==> config.mk <==
export PLATFORM = sky130hd
export DESIGN_NAME = cpu_exception_entry_unit
export DESIGN_NICKNAME = d
export VERILOG_FILES = /design/src/hw/exc_entry_pkg.sv /design/src/hw/cpu_exception_entry_unit.sv
export SDC_FILE = /design/constraint.sdc
export NUM_CORES = 1
export LEC_CHECK = 0
export BUFFER_PORTS_ARGS = -buffer_cell sky130_fd_sc_hd__buf_2
export CAP_MARGIN = 25
export CORE_UTILIZATION = 65
export CTS_CLUSTER_SIZE = 14
export DETAILED_ROUTE_END_ITERATION = 10
export PLACE_DENSITY_LB_ADDON = 0.12
export SKIP_LAST_GASP = 1
export SYNTH_ARGS = -nofsm -noshare
export SYNTH_HDL_FRONTEND = slang
export SYNTH_SLANG_ARGS = --single-unit
==> constraint.sdc <==
create_clock -name pclk -period 3.7 [get_ports pclk]
set_clock_uncertainty 0.1 [all_clocks]
set_input_delay 0.555 -clock pclk [delete_from_list [all_inputs] [get_ports pclk]]
set_output_delay 0.555 -clock pclk [all_outputs]
set_load 0.005 [all_outputs]
==> src/hw/exc_entry_pkg.sv <==
package exc_entry_pkg;

    localparam int unsigned DATA_W = 32;
    localparam int unsigned ADDR_W = 8;

    // ==========================================
    // register byte offsets
    localparam logic [ADDR_W-1:0] OFF_STATE = 8'h00;
    localparam logic [ADDR_W-1:0] OFF_SAVE_PC = 8'h04;
    localparam logic [ADDR_W-1:0] OFF_SAVE_STATE = 8'h08;
    localparam logic [ADDR_W-1:0] OFF_CRIT_PC = 8'h0C;
    localparam logic [ADDR_W-1:0] OFF_CRIT_STATE = 8'h10;
    localparam logic [ADDR_W-1:0] OFF_SYNDROME = 8'h14;
    localparam logic [ADDR_W-1:0] OFF_FAULT_ADDR = 8'h18;
    localparam logic [ADDR_W-1:0] OFF_COUNTER = 8'h1C;
    localparam logic [ADDR_W-1:0] OFF_RELOAD = 8'h20;
    localparam logic [ADDR_W-1:0] OFF_TSTATUS = 8'h24;
    localparam logic [ADDR_W-1:0] OFF_TCONTROL = 8'h28;

    // ==========================================
    // machine_state_word bit positions
    localparam int unsigned MS_AUX_EN = 25;
    localparam int unsigned MS_AUX_EXC = 19;
    localparam int unsigned MS_WAIT = 18;
    localparam int unsigned MS_CRIT_EN = 17;
    localparam int unsigned MS_EXT_EN = 15;
    localparam int unsigned MS_USER = 14;
    localparam int unsigned MS_FLOAT_EN = 13;
    localparam int unsigned MS_MCHK_EN = 12;
    localparam int unsigned MS_FLT_MODE0 = 11;
    localparam int unsigned MS_DBG_WAIT = 10;
    localparam int unsigned MS_DBG_EN = 9;
    localparam int unsigned MS_FLT_MODE1 = 8;
    localparam int unsigned MS_INSTR_RELOC = 5;
    localparam int unsigned MS_DATA_RELOC = 4;

    localparam logic [DATA_W-1:0] ENTRY_CLEAR_MASK =
        (32'h1 << MS_AUX_EN) | (32'h1 << MS_AUX_EXC) |
        (32'h1 << MS_WAIT) | (32'h1 << MS_EXT_EN) |
        (32'h1 << MS_USER) | (32'h1 << MS_FLOAT_EN) |
        (32'h1 << MS_FLT_MODE0) | (32'h1 << MS_DBG_WAIT) |
        (32'h1 << MS_FLT_MODE1) | (32'h1 << MS_INSTR_RELOC) |
        (32'h1 << MS_DATA_RELOC);

    // ==========================================
    // timer fields
    localparam int unsigned TS_TIMEOUT = 0;
    localparam int unsigned TC_IRQ_EN = 0;
    localparam int unsigned TC_AUTO_RELOAD = 1;

    // ==========================================
    // reset values and vectors
    localparam logic [DATA_W-1:0] RESET_WORD = 32'h0000_0000;
    localparam logic [DATA_W-1:0] VEC_FLOAT = 32'h0000_0800;
    localparam logic [DATA_W-1:0] VEC_SYSCALL = 32'h0000_0C00;
    localparam logic [DATA_W-1:0] VEC_AUX = 32'h0000_0F20;
    localparam logic [DATA_W-1:0] VEC_INTERVAL = 32'h0000_1000;
    localparam logic [DATA_W-1:0] INSTR_BYTES = 32'h0000_0004;
    localparam logic [DATA_W-1:0] COUNT_ONE = 32'h0000_0001;

    // ==========================================
    // instruction stream
    typedef enum logic [2:0] {
        KIND_PLAIN = 3'b000,
        KIND_FLOAT = 3'b001,
        KIND_AUX = 3'b010,
        KIND_SYSCALL = 3'b011,
        KIND_RETURN = 3'b100
    } instr_kind_e;

    typedef struct packed {
        logic valid;
        instr_kind_e kind;
        logic [DATA_W-1:0] pc;
    } instr_s;

    typedef struct packed {
        logic valid;
        logic [DATA_W-1:0] pc;
    } redirect_s;

    typedef enum logic [2:0] {
        CAUSE_NONE = 3'b000,
        CAUSE_FLOAT = 3'b001,
        CAUSE_AUX = 3'b010,
        CAUSE_SYSCALL = 3'b011,
        CAUSE_INTERVAL = 3'b100,
        CAUSE_RETURN = 3'b101
    } cause_e;

endpackage : exc_entry_pkg

==> src/hw/cpu_exception_entry_unit.sv <==
// What this block does
// - disabled float instruction vectors to 0x0800
// - no float unit: float exception never raised
// - float/aux fault saves faulting instruction address
// - system call vectors to 0x0C00 unless a timer interrupt is taken that cycle
// - system call saves following instruction address
// - disabled aux instruction vectors to 0x0F20
// - no aux unit: aux exception never raised
// - entry copies state word into save state
// - entry clears listed state bits, keeps others
// - all noncritical; return restores primary pair
// - timeout when counter at 1 is decremented
// - from 1 counter becomes 0 or reloads
// - timeout sets flag; interrupt vectors 0x1000
// - interrupt taken cycle after flag sets
// - software clear to 0 is no timeout
// - flag persists; interrupt recurs until cleared
// - needs timer enable and external enable
// - timer interrupt saves next instruction address
// - timer entry leaves other status bits alone
// - external enable low blocks asynchronous interrupts
//
// Added by the designer: the APB interface to the registers and the address map.
module cpu_exception_entry_unit #(
    parameter bit HAS_FLOAT = 1'b1,
    parameter bit HAS_AUX = 1'b1
) (
    input wire logic pclk,
    input wire logic presetn,
    input wire logic psel,
    input wire logic penable,
    input wire logic pwrite,
    input wire logic [exc_entry_pkg::ADDR_W-1:0] paddr,
    input wire logic [exc_entry_pkg::DATA_W-1:0] pwdata,
    output logic [exc_entry_pkg::DATA_W-1:0] prdata,
    output logic pready,
    output logic pslverr,
    input wire exc_entry_pkg::instr_s instr,
    output exc_entry_pkg::redirect_s redirect,
    output exc_entry_pkg::cause_e cause,
    output logic [exc_entry_pkg::DATA_W-1:0] machine_state_out
);
    import exc_entry_pkg::*;

    // ==========================================
    // register decode
    function automatic logic hit(input logic [ADDR_W-1:0] a,
                                 input logic [ADDR_W-1:0] off);
        hit = (a == off);
    endfunction : hit

    logic [DATA_W-1:0] machine_state_word;
    logic [DATA_W-1:0] save_restore_pc;
    logic [DATA_W-1:0] save_restore_state;
    logic [DATA_W-1:0] critical_save_pc;
    logic [DATA_W-1:0] critical_save_state;
    logic [DATA_W-1:0] exception_syndrome_word;
    logic [DATA_W-1:0] data_fault_address_word;
    logic [DATA_W-1:0] interval_down_counter;
    logic [DATA_W-1:0] interval_reload;
    logic [DATA_W-1:0] timer_status_word;
    logic [DATA_W-1:0] timer_control_word;

    // one wait state: pready rises on the second access cycle
    wire access = psel & penable;
    wire done = access & pready;
    wire wr = done & pwrite;
    wire next_pready = access & ~pready;

    wire hit_state = hit(paddr, OFF_STATE);
    wire hit_spc = hit(paddr, OFF_SAVE_PC);
    wire hit_sst = hit(paddr, OFF_SAVE_STATE);
    wire hit_cpc = hit(paddr, OFF_CRIT_PC);
    wire hit_cst = hit(paddr, OFF_CRIT_STATE);
    wire hit_syn = hit(paddr, OFF_SYNDROME);
    wire hit_fa = hit(paddr, OFF_FAULT_ADDR);
    wire hit_cnt = hit(paddr, OFF_COUNTER);
    wire hit_rel = hit(paddr, OFF_RELOAD);
    wire hit_ts = hit(paddr, OFF_TSTATUS);
    wire hit_tc = hit(paddr, OFF_TCONTROL);
    wire mapped = hit_state | hit_spc | hit_sst | hit_cpc | hit_cst |
                  hit_syn | hit_fa | hit_cnt | hit_rel | hit_ts | hit_tc;

    wire [DATA_W-1:0] read_word =
        hit_state ? machine_state_word :
        hit_spc ? save_restore_pc :
        hit_sst ? save_restore_state :
        hit_cpc ? critical_save_pc :
        hit_cst ? critical_save_state :
        hit_syn ? exception_syndrome_word :
        hit_fa ? data_fault_address_word :
        hit_cnt ? interval_down_counter :
        hit_rel ? interval_reload :
        hit_ts ? timer_status_word :
        hit_tc ? timer_control_word : RESET_WORD;

    wire [DATA_W-1:0] next_prdata =
        (next_pready & ~pwrite) ? read_word : RESET_WORD;
    wire next_pslverr = next_pready & ~mapped;

    // ==========================================
    // interval timer
    wire cnt_write = wr & hit_cnt;
    wire cnt_live = interval_down_counter != RESET_WORD;
    wire cnt_at_one = interval_down_counter == COUNT_ONE;
    // a software write preempts the decrement
    wire timeout = cnt_at_one & ~cnt_write;
    wire auto_reload = timer_control_word[TC_AUTO_RELOAD];

    // zero or reload after the last tick
    wire [DATA_W-1:0] tick_value =
        cnt_at_one ? (auto_reload ? interval_reload : RESET_WORD) :
        interval_down_counter - COUNT_ONE;
    wire [DATA_W-1:0] next_counter =
        cnt_write ? pwdata :
        cnt_live ? tick_value : interval_down_counter;

    wire [DATA_W-1:0] ts_clear = (wr & hit_ts) ? pwdata : RESET_WORD;
    wire [DATA_W-1:0] ts_set = {{(DATA_W-1){1'b0}}, timeout} << TS_TIMEOUT;
    wire [DATA_W-1:0] next_tstatus =
        (timer_status_word & ~ts_clear) | ts_set;

    // ==========================================
    // exception selection
    wire ins = instr.valid;
    wire ext_en = machine_state_word[MS_EXT_EN];
    wire take_timer = timer_status_word[TS_TIMEOUT] &
                      timer_control_word[TC_IRQ_EN] & ext_en;
    // only with a float unit present
    wire take_float = ~take_timer & ins & HAS_FLOAT &
                      (instr.kind == KIND_FLOAT) &
                      ~machine_state_word[MS_FLOAT_EN];
    // only with an aux unit present
    wire take_aux = ~take_timer & ins & HAS_AUX &
                    (instr.kind == KIND_AUX) &
                    ~machine_state_word[MS_AUX_EN];
    wire take_sc = ~take_timer & ins & (instr.kind == KIND_SYSCALL);
    wire take_ret = ~take_timer & ins & (instr.kind == KIND_RETURN);
    wire entry = take_timer | take_float | take_aux | take_sc;

    wire [DATA_W-1:0] entry_pc =
        take_sc ? instr.pc + INSTR_BYTES : instr.pc;
    wire [DATA_W-1:0] entry_vec =
        take_timer ? VEC_INTERVAL :
        take_float ? VEC_FLOAT :
        take_aux ? VEC_AUX : VEC_SYSCALL;

    // entry clears, return restores primary pair
    wire [DATA_W-1:0] next_state =
        entry ? (machine_state_word & ~ENTRY_CLEAR_MASK) :
        take_ret ? save_restore_state :
        (wr & hit_state) ? pwdata : machine_state_word;
    wire [DATA_W-1:0] next_spc =
        entry ? entry_pc : (wr & hit_spc) ? pwdata : save_restore_pc;
    wire [DATA_W-1:0] next_sst =
        entry ? machine_state_word :
        (wr & hit_sst) ? pwdata : save_restore_state;

    // one driver for the whole struct, no per-member assigns
    wire [DATA_W-1:0] next_redirect_pc =
        entry ? entry_vec :
        take_ret ? save_restore_pc : RESET_WORD;
    wire redirect_s next_redirect = {entry | take_ret, next_redirect_pc};

    wire cause_e next_cause =
        take_timer ? CAUSE_INTERVAL :
        take_float ? CAUSE_FLOAT :
        take_aux ? CAUSE_AUX :
        take_sc ? CAUSE_SYSCALL :
        take_ret ? CAUSE_RETURN : CAUSE_NONE;

    // ==========================================
    // registers
    always_ff @(posedge pclk or negedge presetn) begin
        if (!presetn) begin
            pready <= 1'b0;
            pslverr <= 1'b0;
            prdata <= RESET_WORD;
        end else begin
            pready <= next_pready;
            pslverr <= next_pslverr;
            prdata <= next_prdata;
        end
    end

    always_ff @(posedge pclk or negedge presetn) begin
        if (!presetn) begin
            machine_state_word <= RESET_WORD;
            save_restore_pc <= RESET_WORD;
            save_restore_state <= RESET_WORD;
            machine_state_out <= RESET_WORD;
        end else begin
            machine_state_word <= next_state;
            save_restore_pc <= next_spc;
            save_restore_state <= next_sst;
            machine_state_out <= next_state;
        end
    end

    always_ff @(posedge pclk or negedge presetn) begin
        if (!presetn) begin
            critical_save_pc <= RESET_WORD;
            critical_save_state <= RESET_WORD;
            exception_syndrome_word <= RESET_WORD;
            data_fault_address_word <= RESET_WORD;
        end else begin
            if (wr & hit_cpc) begin
                critical_save_pc <= pwdata;
            end
            if (wr & hit_cst) begin
                critical_save_state <= pwdata;
            end
            if (wr & hit_syn) begin
                exception_syndrome_word <= pwdata;
            end
            if (wr & hit_fa) begin
                data_fault_address_word <= pwdata;
            end
        end
    end

    always_ff @(posedge pclk or negedge presetn) begin
        if (!presetn) begin
            interval_down_counter <= RESET_WORD;
            interval_reload <= RESET_WORD;
            timer_status_word <= RESET_WORD;
            timer_control_word <= RESET_WORD;
        end else begin
            interval_down_counter <= next_counter;
            timer_status_word <= next_tstatus;
            if (wr & hit_rel) begin
                interval_reload <= pwdata;
            end
            if (wr & hit_tc) begin
                timer_control_word <= pwdata;
            end
        end
    end

    always_ff @(posedge pclk or negedge presetn) begin
        if (!presetn) begin
            redirect <= '0;
            cause <= CAUSE_NONE;
        end else begin
            redirect <= next_redirect;
            cause <= next_cause;
        end
    end

endmodule : cpu_exception_entry_unit

* Word level (Yosys, flattened, before mapping) *
Index checks and enable logic that the tools add are counted.
W data, S select, Z words.

word-level totals
  input bits = 81
  register bits = 422
  output and inout bits = 102
  logic and storage cells = 130

cells by class
  reduce and logical (&&, ||, !) cells = 8
  $add $sub $neg = 2
  bitwise logic cells = 52
  equal/unequal tests = 15
  multiplexer cells = 35

operators by type and width
  cell                     count
  $mux W32                 26
  $add A32 B3 Y32 const B  1
  $and A32 B32 Y32         1
  $eq A32 B1 Y1 const B    1
  $eq A8 B5 Y1 const B     4
  $not A32 Y32             1
  $or A32 B1 Y32           1
  $reduce_bool A32 Y1      1
  $sub A32 B1 Y32 const B  1
  $and A1 B1 Y1            27
  $mux W26                 1
  $eq A8 B6 Y1 const B     3
  $eq A8 B4 Y1 const B     2
  $mux W3                  5
  $or A1 B1 Y1             14
  $mux W13                 1
  $mux W11                 1
  $mux W10                 1
  $eq A8 B3 Y1 const B     1
  $logic_not A8 Y1         1
  $not A1 Y1               8
  $reduce_bool A2 Y1       4
  $eq A3 B2 Y1 const B     2
  $eq A3 B1 Y1 const B     1
  3 further kinds          3

* Longest topological paths before layout *
Gate-level depths: netlist (run 1).

  depth in word-level cells = 13
  mapped depth = 9
  depth with buffers taken out = 7

* Least setup slack after synthesis (run 1) *
No wires, ideal clock.

  path kind = input to register
  from = input paddr[5] (netlist name)
  to = register prdata[12] (netlist name)
  required time = 3.506 ns
  cell stages on the path = 7
  library setup time = 0.094 ns
  path buffers = 2
  arrival time = 2.328 ns
  path slack = 1.179 ns
  path through = buf_6 > or4_1 > buf_2 > nor3_4 > a221oi_1 > or4_1 > a221oi_2

on the way
  longest elaborated chain between the ends = 13
  elaborated cells between the ends (all ways) = 23
  classes of those cells = 10 x eq/ne; 12 x mux; 1 x reduce/logical

RTL lines
  what                       line                             text
  from (decl)                cpu_exception_entry_unit.sv:33   input wire logic [exc_entry_pkg::ADDR_W-1:0] paddr,
  $eq A8 B6 Y1               cpu_exception_entry_unit.sv:49   hit = (a == off);
  $mux W32                   cpu_exception_entry_unit.sv:95   hit_tc ? timer_control_word : RESET_WORD;
  $mux W32                   cpu_exception_entry_unit.sv:94   hit_ts ? timer_status_word :
  $mux W32                   cpu_exception_entry_unit.sv:93   hit_rel ? interval_reload :
  $mux W32                   cpu_exception_entry_unit.sv:92   hit_cnt ? interval_down_counter :
  $mux W32                   cpu_exception_entry_unit.sv:91   hit_fa ? data_fault_address_word :
  $mux W32                   cpu_exception_entry_unit.sv:90   hit_syn ? exception_syndrome_word :
  $mux W32                   cpu_exception_entry_unit.sv:89   hit_cst ? critical_save_state :
  $mux W32                   cpu_exception_entry_unit.sv:88   hit_cpc ? critical_save_pc :
  $mux W32                   cpu_exception_entry_unit.sv:87   hit_sst ? save_restore_state :
  $mux W32                   cpu_exception_entry_unit.sv:86   hit_spc ? save_restore_pc :
  $mux W32 *                 cpu_exception_entry_unit.sv:85   hit_state ? machine_state_word :
  $mux W32 *                 cpu_exception_entry_unit.sv:98   (next_pready & ~pwrite) ? read_word : RESET_WORD;
  named net next_prdata[12]  cpu_exception_entry_unit.sv:97   wire [DATA_W-1:0] next_prdata =
  to (signal assigned)       cpu_exception_entry_unit.sv:182  prdata <= next_prdata;
  to (decl)                  cpu_exception_entry_unit.sv:35   output logic [exc_entry_pkg::DATA_W-1:0] prdata,

The timed path passes the listed nets; every way through them passes the cells marked *.
A chain may end at the register's enable or synchronous reset.

* Worst setup path after layout (run 1) *
  from = register interval_down_counter[22]
  to = register interval_down_counter[1]

on the way
  longest elaborated chain between the ends = 4
  elaborated cells between the ends (all ways) = 6
  classes of those cells = 1 x eq/ne; 3 x mux; 2 x reduce/logical

RTL lines
  what                    line                             text
  from (decl)             cpu_exception_entry_unit.sv:59   logic [DATA_W-1:0] interval_down_counter;
  from (signal assigned)  cpu_exception_entry_unit.sv:229  interval_down_counter <= next_counter;
  $eq A32 B1 Y1           cpu_exception_entry_unit.sv:105  wire cnt_at_one = interval_down_counter == COUNT_ONE;
  $mux W32                cpu_exception_entry_unit.sv:112  cnt_at_one ? (auto_reload ? interval_reload : RESET_WORD) :
  $mux W32                cpu_exception_entry_unit.sv:116  cnt_live ? tick_value : interval_down_counter;
  $mux W32                cpu_exception_entry_unit.sv:115  cnt_write ? pwdata :

Parallel ways exist; a longest one is shown, timed or not. The select of a mux whose other input is x is not followed.

==> out/results.ini, run 1 <==
[outcome]
status = finished, final reports clean

[flow_run]
drv_cap = 0

[global_routing]
overflow = 0
antenna_found_initial = 1
grt_pass1_vias = 17300
grt_pass1_wl_um = 101000
grt_start_max_net_pins = 130
grt_usage_pct = 39.7

[cells_and_area]
synthToLayoutAreaGrowth_pct = 13.7
finalInstanceArea_um2 = 24200
layout.nets = 2206
n_fill_cell = 2220
largest_register_ffs = 33
largest_register = redirect
final_layout_size_suffix_gt1_share_pct = 26.9
antenna_cells = 0

[pwr]
powerDensity_nw_per_um2 = 447
vdd_drop_max_uv = 458
p_leak_nw = 11.4
p_total_mw = 10.8

[worst_setup_path]
worstPathRequired_ns = 4.08
reg2reg_setup_slack_ns = 0.67
crit_type = register to register
worstRegToRegCells = 5
cp-end-kind = register
setup.worst_path.start_class = register
timing.rr.end = interval_down_counter[1]
cp_data_arrival_time_ns = 3.41
regToRegStartpoint = interval_down_counter[22]
cp_max_fo = 16

[sta]
setup_tns_ns = 0
relSlewSlack_pct = 42.8
setup_viol = 0
max_freq_mhz = 330
final.period_utilization_pct = 81.9
min_period_ns = 3.03
rsz0062_at_grt = false
slew_viol_final = 0
hold_viol_final = 0
worstMarginPinSlew_ns = 0.855
whs_ns = 0.117

[hold_path]
hold_end = save_restore_pc[0]
hp-class = input port to register
hold_depth = 3
hold_path_startpoint = instr[0]

[placement]
portBuffers = 182
gp_congestion = 0.979
dp.final_hpwl_um = 43900
place_area_um2 = 22700

[die]
num_io_pins = 183
core_um2 = 31900
rows = 65
die_w_um = 183
initial_core_util_pct = 66.9
die_area_um2 = 33500
die_y_um = 183

[synth]
synth_seq_cells = 422
synth_area_leader_cell = dfrtp_1
synthArstFlopShare_pct = 100
synthTopCellsByCount = dfrtp_1, mux2_2, nand2_1, o21ai_0, clkbuf_1
synth_area_per_cell_um2 = 10.6
synth.most_common_cell = dfrtp_1
synth_top_area_share_pct = 49.5
synth_flop_cell = dfrtp_1
synth_cell_types = 75
syn_nets = 2092
ys_top_cells_by_area = dfrtp_1, mux2_2, mux2i_1
yosys_warnings = 0
seq_area_frac_synth_pct = 49.5
netlist_instances = 2007
synth_area_um2 = 21300
synth-edff-count = 0

[drt]
ant_nets = 0
routed_wl_um = 65700
drt_first_pass_iters = 8
wl_per_cell_um = 25.4
drc = 0
num_vias = 17600
drtIter0Drc = 2138
vias_per_cell = 6.78

[cts]
cts-buffers-inserted = 44
clk_latency_ns = 0.56
cts_root_buf = clkbuf_16
cts_tree = yes
cts.sinks = 422
post-cts-setup-buffers = 0
cts_buffer_depth = 3
clkTransAtPathRegs_ns = 0.06
cts-htree-levels = 2

metrics by stage:
stage	setup WS, ns	utilization, %	std cells
after global routing	0.543	76.0	2592
after detailed placement	0.553	71.2	2509
final	0.668	76.0	2592
after floorplan	1.18	-	2007
after CTS	0.767	76.0	2592
after global placement	0.643	71.2	2509
cells in the final DEF, fill, tap and decap left out, drive strengths merged, types with 28 or more instances in the layout:
master    n
mux2i   103
clkbuf   60
nor2     52
a21oi   106
a21boi   30
a211oi   56
dfrtp   422
nand2b   35
nor2b    37
buf     247
o22ai    43
mux2    217
nand2   157
a31oi    28
inv      33
o21ai   152
metal layers:
layer | wire length [um] | vias up | share of wire, % | global-route usage [%]
li1 | - | 7598 | - | -
met1 | 25100 | 8665 | 38 | 51.8
met3 | 5520 | 263 | 8.4 | 6.43
met4 | 3950 | 2 | 6.0 | 22.1
met5 | 10 | - | 0.015 | 0
met2 | 31100 | 1042 | 47 | 63.7
power by group:
group,total (mW),internal [mW],switching [mW]
clock network,4.60,2.71,1.89
logic,1.06,0.413,0.646
registers,5.17,4.85,0.313
area by class of cell:
class                           instances  area [um^2]  share of cell area (%)
Tap cell                              435          544                    2.25
Clock inverter                         22          225                   0.930
Timing Repair Buffer                  248         1530                    6.33
Multi-Input combinational cell       1374         9970                    41.1
Clock buffer                           60         1280                    5.29
Sequential cell                       422        10600                    43.6
Inverter                               31          116                   0.480
worst max-delay path, cell delays in order, from the launching register on:
cell     delay (ns)
dfrtp_1        0.43
nor4_1         0.57
and4_1         0.51
and3_1         0.77
mux2_2         0.41
o21ai_0        0.15
kinds of logic (layout without fill, tap and decap cells):
kind of cell	Yosys count	in the layout	synth area share, %
compound gates	553	553	16.9
mux	321	321	16.4
simple gates	463	463	11.5
buf+inv	211	361	3.99
flops	422	422	49.5
xor+xnor	33	33	1.36
fa+ha+maj	4	4	0.235
how the worst max path moves through the flow:
stage,depth (start not counted),end,start
floorplan,7,prdata[12],paddr[5]
global placement,6,exception_syndrome_word[23],paddr[2]
detailed placement,6,exception_syndrome_word[20],paddr[3]
CTS,5,interval_down_counter[1],interval_down_counter[22]
global route,5,interval_down_counter[1],interval_down_counter[22]
finish,5,interval_down_counter[1],interval_down_counter[22]
timing repair:
action,CTS,global route
resized for setup,0,0
endpoints found under the hold margin,75,0
hold buffers,1,0
Note: power is estimated with default switching activity, not from simulation.
==> run 2, diff against run 1 <==
--- a/config.mk
+++ b/config.mk
@@ -7,7 +7,7 @@
 export LEC_CHECK = 0
 export BUFFER_PORTS_ARGS = -buffer_cell sky130_fd_sc_hd__buf_2
 export CAP_MARGIN = 25
-export CORE_UTILIZATION = 65
+export CORE_UTILIZATION = 54
 export CTS_CLUSTER_SIZE = 14
 export DETAILED_ROUTE_END_ITERATION = 10
 export PLACE_DENSITY_LB_ADDON = 0.12
==> constraint.sdc (replaced) <==
create_clock -name pclk -period 2.7 [get_ports pclk]
set_clock_uncertainty 0.1 [all_clocks]
set_input_delay 0.405 -clock pclk [delete_from_list [all_inputs] [get_ports pclk]]
set_output_delay 0.405 -clock pclk [all_outputs]
set_load 0.005 [all_outputs]
==> run 2 against run 1 <==
Final cell count rose by 6.1%. Power up 37%. Clock-buffer cell count is 9 higher. First-iteration DRC count is 28% lower. Sequential share of layout area down 1.4 points. Critical path depth is 1 higher. Sequential cell count unchanged. Fmax grew 20%. Critical path type unchanged. Largest cell class unchanged. Highest routed layer is now met4.
==> out/results.ini, run 2 (synthesis results as in run 1) <==
[hold_path]
hold_depth = 3
hp-class = input port to register

[cells_and_area]
finalInstanceArea_um2 = 25100
final_common_cell = dfrtp_1
largest_register = redirect
largest_register_ffs = 33
final_layout_size_suffix_gt1_share_pct = 28.8
layout.cells.most_common_list = dfrtp_1, mux2_2, buf_2
antenna_cells = 0
utilization_pct = 64.5
layout.nets = 2282
synthToLayoutAreaGrowth_pct = 17.5
n_fill_cell = 3110

[cts]
cts-htree-levels = 2
cts_root_buf = clkbuf_16
cts_tree = yes
cts_resized = 0
post-cts-setup-buffers = 0
clk_latency_ns = 0.58
cts-buffers-inserted = 46
cts_buffer_depth = 3
clkTransAtPathRegs_ns = 0.06
cts.sinks = 422

[placement]
dpl_worst_slack_ns = -0.00220
dp.final_hpwl_um = 46800
place_area_um2 = 23500
gp_congestion = 0.894
portBuffers = 182

[worst_setup_path]
cp-end-kind = register
crit_type = register to register
cp_slowest_cell = buf_4
worstRegToRegCells = 6
worstPathRequired_ns = 3.05
crit_chain = nand3_1 > and3_2 > buf_4 > buf_4 > mux2i_1 > o21ai_0
cp_data_arrival_time_ns = 2.88
reg2reg_setup_slack_ns = 0.17
crit_family = buffers and inverters
crit_top_cell = buf_4
max_stage_delay_ns = 0.62
cp_max_fo = 42
setup.worst_path.start_class = register
path_depth = 6
worst-path-buf-inv = 2

[die]
die_w_um = 201
core_um2 = 38800
rows = 72
die_area_um2 = 40300
initial_core_util_pct = 54.9
die_y_um = 201
num_io_pins = 183

[global_routing]
grt_pass1_wl_um = 106000
antenna_found_initial = 0
grt_usage_pct = 34.1
overflow = 0
grt_pass1_vias = 17200
grt_start_max_net_pins = 96

[sta]
final.period_utilization_pct = 93.8
max_freq_mhz = 395
setup_viol = 0
fin_ws_ns = 0.166
rsz0062_at_grt = false
min_period_ns = 2.53
slew_viol_final = 0
worstMarginPinSlew_ns = 0.966
relSlewSlack_pct = 35.1
hold_viol_final = 0

[flow_run]
drv_cap = 0

[pwr]
p_comb_share_pct = 10.2
switching_power_mw = 3.90
p_leak_nw = 11.8
vdd_drop_max_uv = 381
switching_share_pct = 26.4
powerDensity_nw_per_um2 = 591
pwr-share-seq_pct = 47.8
p_int_mw = 10.9
power_frac_clock_pct = 42.0
p_total_mw = 14.8

[outcome]
status = finished, final reports clean

[drt]
drtIter0Drc = 1550
ant_nets = 0
routed_wl_um = 67600
drt_first_pass_iters = 5
vias_per_cell = 6.38
drc = 0
num_vias = 17500
wl_per_cell_um = 24.6

[run 2: cell type report]
cell class,count,area (um^2),area share [%]
clock buffer,69,1350,5.38
clock inverter,14,124,0.494
inverter,31,116,0.465
multi-input combinational,1374,9970,39.8
sequential,422,10600,42.2
tap,518,648,2.59
timing repair buffer,322,2290,9.13
[run 2: worst paths after layout]
kind / start / endpoint
setup / recovery: timer_status_word[0] / machine_state_word[21]
hold / removal: instr[3] / save_restore_pc[3]
setup reg to reg: timer_status_word[0] / machine_state_word[21]
hold reg to reg: data_fault_address_word[28] / data_fault_address_word[28]
max in group asynchronous: presetn / exception_syndrome_word[24]
min in group asynchronous: presetn / redirect[5]
[run 2: metal layers]
metal	global-route usage (%)	vias up	wire length (um)
li1	-	7741	-
met2	50.5	856	29700
met4	10.3	0	1850
met1	50.3	8818	30100
met3	7.08	133	5990
met5	0	-	0
[run 2: per-stage QoR]
stage / hold WS, ns / cells / TNS (ns)
after global placement: 0.380 / 2662 / 0
after global routing: 0.0232 / 2750 / 0
final: 0.0374 / 2750 / 0
after detailed placement: 0.389 / 2662 / -0.00220
after floorplan: 0.00941 / 2007 / 0
after CTS: 0.00704 / 2750 / 0
[run 2: timing repair]
action	CTS	global route
hold buffers	5	0
endpoints found under the setup margin	0	0
hold endpoints to repair	70	0
[run 2: power groups by stage]
| stage | Combinational (mW) | Clock, mW | Sequential, mW |
|---|---|---|---|
| 4_1_cts | 1.50 | 6.31 | 7.05 |
| 3_5_place_dp | 1.48 | 0 | 7.16 |
| 6_report | 1.51 | 6.22 | 7.07 |
| 2_1_floorplan | 0.830 | 0 | 7.00 |
| 5_1_grt | 1.66 | 6.58 | 7.11 |
| 3_3_place_gp | 1.45 | 0 | 7.15 |
[run 2: worst register-to-register path: cells and delay by family (launching register included)]
| kind | cells | cell delay [ns] |
|---|---|---|
| AO/OA/AOI/OAI | 1 | 0.10 |
| buffers and inverters | 2 | 1.04 |
| flip-flops | 1 | 0.41 |
| multiplexers | 1 | 0.21 |
| AND/OR/NAND/NOR | 2 | 0.54 |
